File: src/sadc_pkg.sv
package sadc_pkg;

    // Address word layout
    localparam int ADDR_BITS      = 10;
    localparam int SHIFT_BITS     = 9;
    localparam int PAIR_GROUPS    = 5;
    localparam int LINES_PER_PAIR = 4;
    localparam int DEC_LINES      = PAIR_GROUPS * LINES_PER_PAIR;
    localparam int MAX_LOADS      = 32;
    localparam int SAMPLE_W       = 8;

    // Reset value of the storage register; no channel may use it
    localparam logic [ADDR_BITS-1:0] STORE_RST = 10'h3ff;
    localparam logic [ADDR_BITS-1:0] SHIFT_RST = 10'h000;

    // Decode line order inside one group: 00, 10, 01, 11 (first bit, second bit)
    localparam logic [1:0] LINE_00 = 2'h0;
    localparam logic [1:0] LINE_10 = 2'h1;
    localparam logic [1:0] LINE_01 = 2'h2;
    localparam logic [1:0] LINE_11 = 2'h3;

    // Default amplitude thresholds on the signed sample scale
    localparam logic [SAMPLE_W-1:0] BIT_TH_DEF   = 8'h18;
    localparam logic [SAMPLE_W-1:0] SYNC_ON_DEF  = 8'h40;
    localparam logic [SAMPLE_W-1:0] SYNC_OFF_DEF = 8'h30;

    // Timing
    localparam int CLK_PERIOD_NS    = 8;
    localparam int MATCH_PULSE_NS   = 200;
    localparam int MATCH_PULSE_CYC  = (MATCH_PULSE_NS + CLK_PERIOD_NS - 1) / CLK_PERIOD_NS;
    localparam int MATCH_CNT_W      = 6;

    // Recovered pulse outputs of the input stage
    typedef struct packed {
        logic one;
        logic zero;
        logic bit_clk;
        logic sync;
    } sadc_pulse_s;

    // Channel switch sequence, Gray coded along the path
    typedef enum logic [1:0] {
        CH_TRACK   = 2'b00,
        CH_BREAK   = 2'b01,
        CH_SAMPLE  = 2'b11,
        CH_RELEASE = 2'b10
    } sadc_ch_e;

    // Switch drive of one channel
    typedef struct packed {
        logic xdcr_conn;
        logic amp_conn;
        logic match;
    } sadc_sw_s;

endpackage : sadc_pkg

File: src/sadc_core.sv
`timescale 1ns/1ns
module sadc_core
    import sadc_pkg::*;
#(
    parameter int                            NUM_CH   = 10,
    parameter int                            GROUP_CH = 5,
    parameter logic [NUM_CH*ADDR_BITS-1:0]   CH_CODES = {10'h009, 10'h008, 10'h007, 10'h006, 10'h005,
                                                          10'h004, 10'h003, 10'h002, 10'h001, 10'h000},
    parameter logic [SAMPLE_W-1:0]           BIT_TH   = BIT_TH_DEF,
    parameter logic [SAMPLE_W-1:0]           SYNC_ON  = SYNC_ON_DEF,
    parameter logic [SAMPLE_W-1:0]           SYNC_OFF = SYNC_OFF_DEF
) (
    // Clock and reset
    input  wire logic                        ref_clk,
    input  wire logic                        rst_b,
    // Digitised address line, signed, asynchronous to ref_clk
    input  wire logic [SAMPLE_W-1:0]         addr_sample,
    // Recovered pulses
    output sadc_pulse_s                      rx_pulse,
    // Stored address and active-low decode lines
    output logic [ADDR_BITS-1:0]             stored_addr,
    output logic [DEC_LINES-1:0]             decode_bus_n,
    output logic                             addr_load,
    // Channel switch drives
    output sadc_sw_s [NUM_CH-1:0]            ch_sw,
    // Open-drain shared match line
    output logic                             match_line_o,
    output logic                             match_line_oe_n
);

    // Refuse settings the decode lines or grouping cannot serve
    if (NUM_CH < 1 || NUM_CH > MAX_LOADS || (NUM_CH % GROUP_CH) != 0) begin : g_chk_ch
        $error("sadc_core: NUM_CH must be 1..32 and a multiple of GROUP_CH");
    end
    if (SYNC_OFF >= SYNC_ON || BIT_TH >= SYNC_OFF) begin : g_chk_th
        $error("sadc_core: thresholds must satisfy BIT_TH < SYNC_OFF < SYNC_ON");
    end
    for (genvar c = 0; c < NUM_CH; c++) begin : g_chk_code
        if (CH_CODES[c*ADDR_BITS +: ADDR_BITS] == STORE_RST) begin : g_bad
            $error("sadc_core: a channel code equals the reset value");
        end
    end

    // Whole module state
    typedef struct packed {
        logic [SAMPLE_W-1:0]    s1;
        logic [SAMPLE_W-1:0]    s2;
        logic [SAMPLE_W-1:0]    s3;
        logic [SAMPLE_W-1:0]    smp;
        sadc_pulse_s            pulse;
        logic                   in_bit;
        logic                   pol;
        logic                   sync_seen;
        logic [SHIFT_BITS-1:0]  shift;
        logic [ADDR_BITS-1:0]   store;
        logic [DEC_LINES-1:0]   dec_n;
        logic                   load;
        sadc_ch_e [NUM_CH-1:0]  ch;
        logic [MATCH_CNT_W-1:0] mcnt;
    } sadc_state_s;

    sadc_state_s st_q;
    sadc_state_s st_d;

    // Active-low decode of one stored value onto the twenty lines
    function automatic logic [DEC_LINES-1:0] decode_lines(input logic [ADDR_BITS-1:0] a);
        logic [DEC_LINES-1:0] l;
        logic [1:0]           sel;
        l = '1;
        for (int g = 0; g < PAIR_GROUPS; g++) begin
            // Group 0 holds the leftmost pair, sync bit first
            case ({a[ADDR_BITS-1-2*g], a[ADDR_BITS-2-2*g]})
                2'b00:   sel = LINE_00;
                2'b10:   sel = LINE_10;
                2'b01:   sel = LINE_01;
                default: sel = LINE_11;
            endcase
            l[g*LINES_PER_PAIR + int'(sel)] = 1'b0;
        end
        return l;
    endfunction : decode_lines

    // Five-input decoder: the one tapped line of each group must be low
    function automatic logic chan_match(input logic [DEC_LINES-1:0] l, input logic [ADDR_BITS-1:0] code);
        logic [DEC_LINES-1:0] tap;
        tap = ~decode_lines(code);
        return (l & tap) == '0;
    endfunction : chan_match

    // Combinational views of the accepted sample and of the stored decode lines
    logic [SAMPLE_W-1:0] mag;
    logic                one_lvl;
    logic                zero_lvl;
    logic                bit_lvl;
    logic [NUM_CH-1:0]   hit;

    always_comb begin
        // Rectify so both sync polarities hit the same threshold
        mag      = st_q.smp[SAMPLE_W-1] ? SAMPLE_W'(-st_q.smp) : st_q.smp;
        one_lvl  = !st_q.smp[SAMPLE_W-1] && (st_q.smp >= BIT_TH);
        zero_lvl = st_q.smp[SAMPLE_W-1] && (mag >= BIT_TH);
        bit_lvl  = one_lvl | zero_lvl;
        for (int c = 0; c < NUM_CH; c++) begin
            hit[c] = chan_match(st_q.dec_n, CH_CODES[c*ADDR_BITS +: ADDR_BITS]);
        end
    end

    // Next-state logic
    always_comb begin
        st_d      = st_q;
        st_d.load = 1'b0;

        // Three-stage pin capture; a new word counts once stages two and three agree
        st_d.s1 = addr_sample;
        st_d.s2 = st_q.s1;
        st_d.s3 = st_q.s2;
        if (st_q.s2 == st_q.s3) begin
            st_d.smp = st_q.s3;
        end

        // Separate positive-going pulses, no timing assumption on rate
        st_d.pulse.one     = one_lvl;
        st_d.pulse.zero    = zero_lvl;
        st_d.pulse.bit_clk = bit_lvl;

        // Sync with hysteresis: set above the on level, drop only below off
        if (mag >= SYNC_ON) begin
            st_d.pulse.sync = 1'b1;
        end else if (mag < SYNC_OFF) begin
            st_d.pulse.sync = 1'b0;
        end

        // Track one received pulse; its value is taken at its start, its sync is settled at its end
        st_d.in_bit = bit_lvl;
        if (bit_lvl && !st_q.in_bit) begin
            st_d.pol       = one_lvl;
            st_d.sync_seen = 1'b0;
        end
        if (st_q.pulse.sync) begin
            st_d.sync_seen = 1'b1;
        end

        // Bit ends: the recovered bit clock has fallen
        if (st_q.in_bit && !bit_lvl) begin
            if (st_q.sync_seen || st_q.pulse.sync) begin
                // Tenth bit leads, nine shifted bits follow; all ten in one transfer
                st_d.store = {st_q.pol, st_q.shift};
                st_d.dec_n = decode_lines({st_q.pol, st_q.shift});
                st_d.load  = 1'b1;
            end else begin
                // Shift the new bit in at the right; older bits move one place left
                st_d.shift = {st_q.shift[SHIFT_BITS-2:0], st_q.pol};
            end
        end
        // Otherwise store and dec_n keep their values until the next sync

        // Per-channel switch sequence
        for (int c = 0; c < NUM_CH; c++) begin
            case (st_q.ch[c])
                CH_TRACK: begin
                    if (hit[c] && st_q.load) begin
                        st_d.ch[c] = CH_BREAK;
                    end
                end
                CH_BREAK: begin
                    st_d.ch[c] = CH_SAMPLE;
                end
                CH_SAMPLE: begin
                    // One address period: leave on the next load
                    if (st_q.load) begin
                        st_d.ch[c] = CH_RELEASE;
                    end
                end
                CH_RELEASE: begin
                    st_d.ch[c] = CH_TRACK;
                end
                default: begin
                    st_d.ch[c] = CH_TRACK;
                end
            endcase
        end

        // Shared match line: fixed low pulse per matching address
        if (st_q.load && (hit != '0)) begin
            st_d.mcnt = MATCH_CNT_W'(MATCH_PULSE_CYC);
        end else if (st_q.mcnt != '0) begin
            st_d.mcnt = st_q.mcnt - 1'b1;
        end
    end

    // State register
    always_ff @(posedge ref_clk or negedge rst_b) begin
        if (!rst_b) begin
            st_q       <= '0;
            st_q.store <= STORE_RST;
            st_q.dec_n <= decode_lines(STORE_RST);
            st_q.shift <= SHIFT_RST[SHIFT_BITS-1:0];
            for (int c = 0; c < NUM_CH; c++) begin
                st_q.ch[c] <= CH_TRACK;
            end
        end else begin
            st_q <= st_d;
        end
    end

    // Outputs from the state register; match_line_o is tied low
    always_comb begin
        rx_pulse        = st_q.pulse;
        stored_addr     = st_q.store;
        decode_bus_n    = st_q.dec_n;
        addr_load       = st_q.load;
        match_line_o    = 1'b0;
        match_line_oe_n = (st_q.mcnt == '0);
        for (int c = 0; c < NUM_CH; c++) begin
            // Transducer side closed only while tracking; amplifier only in sample
            ch_sw[c].xdcr_conn = (st_q.ch[c] == CH_TRACK);
            ch_sw[c].amp_conn  = (st_q.ch[c] == CH_SAMPLE);
            ch_sw[c].match     = (st_q.ch[c] == CH_BREAK) || (st_q.ch[c] == CH_SAMPLE);
        end
    end

endmodule : sadc_core

File: config.mk
export PLATFORM = sky130hd
export DESIGN_NAME = sadc_core
export DESIGN_NICKNAME = d
export VERILOG_FILES = /design/src/sadc_pkg.sv /design/src/sadc_core.sv
export SDC_FILE = /design/constraint.sdc
export NUM_CORES = 1
export LEC_CHECK = 0
export BUFFER_PORTS_ARGS = -buffer_cell sky130_fd_sc_hd__buf_2
export CAP_MARGIN = 25
export CORE_MARGIN = 5
export CORE_UTILIZATION = 40
export CTS_CLUSTER_SIZE = 28
export DETAILED_ROUTE_END_ITERATION = 7
export SLEW_MARGIN = 20
export SYNTH_ARGS = -nofsm -noshare
export SYNTH_HDL_FRONTEND = slang
export SYNTH_SLANG_ARGS = --single-unit
File: constraint.sdc
create_clock -name ref_clk -period 1.95 [get_ports ref_clk]
set_input_delay 0.39 -clock ref_clk [delete_from_list [all_inputs] [get_ports ref_clk]]
set_output_delay 0.39 -clock ref_clk [all_outputs]
set_load 0.02 [all_outputs]
==> results by group, run 1 <==
Run status
  – Status: complete, no violations

STA
  – Skew final: 9.72 ps
  – Post-layout minimum cycle time: 1870 ps
  – Final count of hold timing violations: 0
  – Setup TNS: 0 ps
  – Maximum clock rate: 534 MHz
  – Slew Limit Fails: 0
  – Final setup viols: 0
  – Fin crit share: 0.960
  – RSZ-0062 raised after global routing: yes

Yosys
  – Synth top area cells: dfrtp_1 (45%), dfstp_2 (15%), mux2_2 (9.2%)
  – Syn Nets: 374
  – FF+latch count, synth: 104
  – Share of flip-flops with an asynchronous set or reset: 1.00
  – Syn Inst Count: 362
  – Post-synth EDFFs: 0
  – Cell area after synthesis: 4410 µm²
  – Post-synth top area share: 0.448
  – Unique cell type count in the Yosys netlist: 45
  – Avg Cell Area, Syn: 12.2 µm²
  – Top FF cell, synth: dfrtp_1
  – Sequential share of the synthesized area: 0.597
  – Leading area contributor after synthesis: dfrtp_1
  – Synth Warn #: 0

Floorplanning
  – IO Count: 77
  – Starting Density: 0.407
  – Die height: 115 µm
  – Die ar.: 13,200 µm²
  – Total core area: 10,800 µm²
  – Die width: 115 µm
  – Row count: 38

Cells and area
  – Nets@finish: 414
  – Most common cell after layout, fill and taps aside: dfrtp_1
  – Fillers: 1,007
  – Finished Cell Area: 4980 µm²
  – Multi-input logic area: 1350 µm²
  – Share of layout cells above drive strength 1: 0.435
  – Commonest cells after routing, fill and taps aside: dfrtp_1 (79), buf_2 (73), mux2_2 (36)
  – Reg area: 2630 µm²
  – Layout area overhead: 12.9%
  – Non-Filler Instances: 547
  – Final core utilization: 0.459
  – Antenna fix cells: 0

Routing
  – Wire per inst: 14.5 µm
  – Initial drt markers: 113
  – WL final: 7.94 mm
  – Vias per Instance: 4.74
  – Router iterations before antenna repair: 4
  – Final ANT Viol Nets: 0
  – DRC Markers: 0
  – Total number of vias: 2,595

CTS
  – Total CTS buffers: 9
  – Clk sink count: 104
  – Clk pin slew, worst setup/hold paths: 100 ps
  – Max clock buf depth: 2
  – H-tree levels: 3
  – Root buffer cell: clkbuf_8
  – Skew-Pair Late Insertion Delay: 370 ps
  – CTS tree: built

Worst setup path
  – Required time worst endpoint: 1560 ps
  – Worst Path Max Fanout: 3
  – CP Cell Sequence: inv_2 -> ha_4 -> nor3b_4 -> nand2_2 -> inv_2 -> buf_6
  – Slowest stage delay, CP: 400 ps
  – Critical Path Start Type: flop
  – CP max-delay cell: dfrtp_1
  – Setup CP Type: flop to primary output
  – Critical path arrival: 1480 ps
  – Critical path endpoint category: primary output
  – Worst path most repeated cell: inv_2

Pwr
  – Gate power share: 0.349
  – NetSw: 2870 µW
  – Lkg Pwr: 0.00230 µW
  – Flop pwr share: 0.455
  – Power Density: 1530 nW/µm²
  – Maximum VDD drop: 0.000658 V
  – Int Pwr: 4760 µW
  – Clock group share of total power: 0.196
  – Switching share of power: 0.376

Global routing
  – Largest net degree at the start of global routing: 39
  – Initial antenna violation count: 0
  – Total track usage: 0.127
  – First-pass GRT wire length: 13.2 mm
  – Vias in the first global route: 2,625
  – Overflow after GRT: 0

Place
  – Dpl cell area: 4660 µm²
  – Hpwl dp: 5.48 mm
  – Placed cells: 524
  – GPL Wtd Cong: 0.731
  – Port Buf Inserts: 75

Flow run
  – Max cap viols: 0

Worst hold path
  – Hold crit path type: input pin to flop
-- worst paths after layout --
kind | slack, ps | to | cells past startpoint | start
setup / recovery | 80 | match_line_oe_n | 6 | st_q[0]
hold / removal | 120 | st_d[89] | 1 | addr_sample[0]
setup reg to reg | 150 | decode_bus_n[7] | 5 | st_q[77]
hold reg to reg | 360 | st_d[87] | 0 | st_d[95]
max in group asynchronous | 800 | decode_bus_n[6] | 3 | rst_b
min in group asynchronous | 530 | st_q[2] | 2 | rst_b
-- through the flow --
stage	hold slack (ps)	setup slack (ps)	total power [µW]
global route	89.1	-16.0	8170
detailed placement	335	141	6090
CTS	97.6	17.7	7680
global placement	331	174	6000
floorplan	94.4	209	5570
finish	120	77.5	7630
-- cells in the mapped netlist, types with 2 or more instances --
cell type	n
a211o_1	2
a21oi_1	17
and2_1	10
buf_4	35
buf_6	3
clkbuf_1	22
dfrtp_1	79
dfstp_2	25
ha_1	2
inv_1	19
mux2_1	4
mux2_2	36
mux2i_1	8
nand2_1	10
nand2b_1	9
nor2_1	28
nor2b_1	4
nor3_1	3
nor4_1	4
o21ai_0	4
o22ai_1	7
xor2_1	8
-- area by class of cell --
class | count | area share
tap | 140 | 0.0352
multi-input combinational | 178 | 0.271
timing repair buffer | 90 | 0.105
clock buffer | 9 | 0.0249
clock inverter | 7 | 0.0204
inverter | 19 | 0.0143
sequential | 104 | 0.529
-- critical path: cells and delay by family, from the launching register on --
| kind | cells | cell delay, ps |
|---|---|---|
| adders and majority gates | 1 | 140 |
| buffers and inverters | 3 | 260 |
| and+or+nand+nor | 2 | 320 |
| DFF | 1 | 400 |
-- what timing repair did --
action / 4_1_cts / 5_1_grt
hold buffers: 1 / 0
gates cloned: 0 / 0
pin swaps: 0 / 0
setup endpoints to repair: 1 / 1
gates resized for setup: 7 / 3
endpoints found under the hold margin: 18 / 0
buffers inserted: 3 / 3
-- power by group through the flow --
| stage | sequential (µW) | clock, µW | combinational (µW) |
|---|---|---|---|
| after floorplan | 3320 | 0 | 2250 |
| after global placement | 3470 | 0 | 2530 |
| after detailed placement | 3510 | 0 | 2580 |
| after CTS | 3480 | 1550 | 2640 |
| after global routing | 3600 | 1640 | 2920 |
| final | 3470 | 1490 | 2660 |
-- flip-flops by register name, indices dropped and copies added, names as in the netlist --
name	cells
stored_addr	10
decode_bus_n	20
st_q	53
rx_pulse	4
addr_load	1
st_d	16
-- layer usage --
| metal | up-vias | track usage | share of wire |
|---|---|---|---|
| met4 | 0 | 0.0563 | 0.018 |
| li1 | 1239 | - | - |
| met3 | 17 | 0.0268 | 0.064 |
| met5 | - | 0 | 0 |
| met2 | 78 | 0.194 | 0.46 |
| met1 | 1261 | 0.175 | 0.46 |
-- logic make-up after synthesis --
family          after synthesis  synth area share
compound gates               41            0.0650
xor+xnor                      9            0.0179
fa+ha+maj                     2           0.00567
buf+inv                      80             0.103
flops                       104             0.597
mux                          48             0.120
other cells                   1          0.000850
simple gates                 77            0.0900
Note: power is estimated with default switching activity, not from simulation.
==> run 2: changes to the inputs <==
--- a/config.mk
+++ b/config.mk
@@ -8,9 +8,10 @@
 export BUFFER_PORTS_ARGS = -buffer_cell sky130_fd_sc_hd__buf_2
 export CAP_MARGIN = 25
 export CORE_MARGIN = 5
-export CORE_UTILIZATION = 40
+export CORE_UTILIZATION = 45
 export CTS_CLUSTER_SIZE = 28
 export DETAILED_ROUTE_END_ITERATION = 7
+export PLACE_DENSITY = 0.66
 export SLEW_MARGIN = 20
 export SYNTH_ARGS = -nofsm -noshare
 export SYNTH_HDL_FRONTEND = slang
==> results by group, run 2 (synthesized netlist as in run 1, its figures left out) <==
Floorplanning
  – Row count: 36 (-5.3%)
  – Die width: 109 µm (-5.2%)
  – Die height: 109 µm (-5.2%)
  – IO Count: 77 (unchanged)
  – Die ar.: 11,900 µm² (-10%)
  – Starting Density: 0.455 (+0.0486)
  – Total core area: 9680 µm² (-11%)

STA
  – RSZ-0062 raised after global routing: yes
  – Skew final: 9.66 ps (-0.0611 ps)
  – Fin crit share: 0.941 (-0.0191)
  – Slew headroom: 0.625
  – Final setup viols: 0 (unchanged)
  – Slew Limit Fails: 0 (unchanged)
  – Maximum clock rate: 545 MHz (+2.0%)
  – Post-layout minimum cycle time: 1840 ps (-37.2 ps)
  – Final count of hold timing violations: 0 (unchanged)
  – Tightest Pin Transition: 563 ps

Routing
  – Initial drt markers: 119 (+5.3%)
  – Total number of vias: 2,556 (-1.5%)
  – Wire per inst: 13.7 µm (-5.3%)
  – Vias per Instance: 4.76 (+0.33%)
  – DRC Markers: 0 (unchanged)
  – Router iterations before antenna repair: 4 (unchanged)
  – WL final: 7.38 mm (-7.0%)
  – Final ANT Viol Nets: 0 (unchanged)

Worst setup path
  – Critical path arrival: 1450 ps (-30 ps)
  – Register-to-Register Path Depth: 5 (unchanged)
  – Critical Path Start Type: flop
  – Critical path endpoint category: primary output
  – Required time worst endpoint: 1560 ps (about the same)
  – Setup slack, reg-to-reg: 140 ps (about the same)
  – Setup CP Type: flop to primary output
  – Worst Path Max Fanout: 3 (unchanged)

Place
  – GPL Wtd Cong: 0.811 (+11%)
  – Port Buf Inserts: 75 (unchanged)
  – Dpl cell area: 4660 µm² (about the same)
  – Hpwl dp: 5.32 mm (-2.8%)
  – Placed cells: 516 (-1.5%)

Cells and area
  – Top reg by flops: st_q
  – Nets@finish: 411 (-0.72%)
  – Non-Filler Instances: 537 (-1.8%)
  – Antenna fix cells: 0 (unchanged)
  – Finished Cell Area: 4900 µm² (-1.5%)
  – Commonest cells after routing, fill and taps aside: dfrtp_1 (78), buf_2 (73), mux2_2 (36)
  – Largest register FFs: 53 (unchanged)
  – Layout area overhead: 11.2%
  – Share of layout cells above drive strength 1: 0.428 (-0.00667)
  – Most common cell after layout, fill and taps aside: dfrtp_1
  – Fillers: 867 (-14%)

Global routing
  – Initial antenna violation count: 0 (unchanged)
  – Vias in the first global route: 2,649 (+0.91%)
  – First-pass GRT wire length: 12.5 mm (-5.6%)
  – Total track usage: 0.135 (+0.00809)
  – Largest net degree at the start of global routing: 44 (+13%)
  – Overflow after GRT: 0 (unchanged)

CTS
  – Clk pin slew, worst setup/hold paths: 90 ps (about the same)
  – Total CTS buffers: 9 (unchanged)
  – Clk sink count: 104 (unchanged)
  – H-tree levels: 3 (unchanged)
  – Max clock buf depth: 2 (unchanged)
  – Root buffer cell: clkbuf_8
  – Skew-Pair Late Insertion Delay: 360 ps (about the same)
  – CTS tree: built

Pwr
  – Tot Pwr: 7260 µW (-4.8%)
  – Power Density: 1480 nW/µm² (-3.3%)
  – Lkg Pwr: 0.00226 µW (-1.7%)
  – Maximum VDD drop: 0.000612 V (-7.0%)

Flow run
  – Max cap viols: 0 (unchanged)

Run status
  – Status: complete, no violations

Worst hold path
  – Hold crit path type: input pin to asynchronous set/reset pin
-- run 2: cell count changes in the layout (fill, tap and decap cells not counted), sizes merged --
cell / delta
clkbuf: +3
buf: -2
bufinv: -2
dlygate4sd3: -1
inv: -1
-- run 2: layer usage --
layer	global-route usage	up-vias	share of wire
met1	0.156	1269	0.42
met3	0.0438	8	0.062
li1	-	1223	-
met5	0	-	0
met2	0.237	56	0.51
met4	0.0433	0	0.0096
-- run 2: area by class of cell --
| cell class | count | area, µm² | area share |
|---|---|---|---|
| clock inverters | 4 | 30.0 | 0.00613 |
| inverters | 19 | 71.3 | 0.0146 |
| repair buffers | 87 | 515 | 0.105 |
| flip-flops and latches | 104 | 2640 | 0.538 |
| well taps | 133 | 166 | 0.0340 |
| clock buffers | 12 | 135 | 0.0276 |
| multi-input cells | 178 | 1350 | 0.275 |
-- run 2: final timing paths --
kind / start / end
worst max register to register: st_q[78] / decode_bus_n[15]
min in group ref_clk: addr_sample[4] / st_d[93]
worst min register to register: st_d[90] / st_d[82]
max in group asynchronous: rst_b / st_q[78]
worst max-delay path: st_q[1] / match_line_oe_n
worst min-delay path: rst_b / st_q[10]
-- run 2: worst max-delay path: stages, from the launching register on --
cell     delay (ps)
dfrtp_1         400
inv_2           100
ha_4            140
nor3b_4         190
nand2_2          90
inv_2            60
buf_6           110
-- run 2: metrics by stage --
step / worst slack, ps / setup TNS, ps / utilization / hold WS, ps
finish: 115 / 0 / 0.506 / 13.8
global route: -10.6 / -10.6 / 0.506 / 30.8
CTS: 15.1 / 0 / 0.502 / 18.4
detailed placement: 86.9 / 0 / 0.481 / 335
global placement: 159 / 0 / 0.481 / 332
floorplan: 209 / 0 / - / 94.4
-- run 2: what timing repair did --
action | CTS | global route
buffers inserted | 3 | 2
gates resized for setup | 3 | 9
endpoints found under the setup margin | 1 | 7
hold buffers | 0 | 0
pin swaps | 0 | 2
-- run 2: where the power goes --
| group | total [µW] | switching (µW) | internal, µW | leakage, µW |
|---|---|---|---|---|
| Clock | 1160 | 688 | 471 | 0.0000810 |
| Sequential | 3460 | 587 | 2870 | 0.00120 |
| Combinational | 2650 | 1490 | 1150 | 0.000983 |
| Total | 7260 | 2770 | 4500 | 0.00226 |
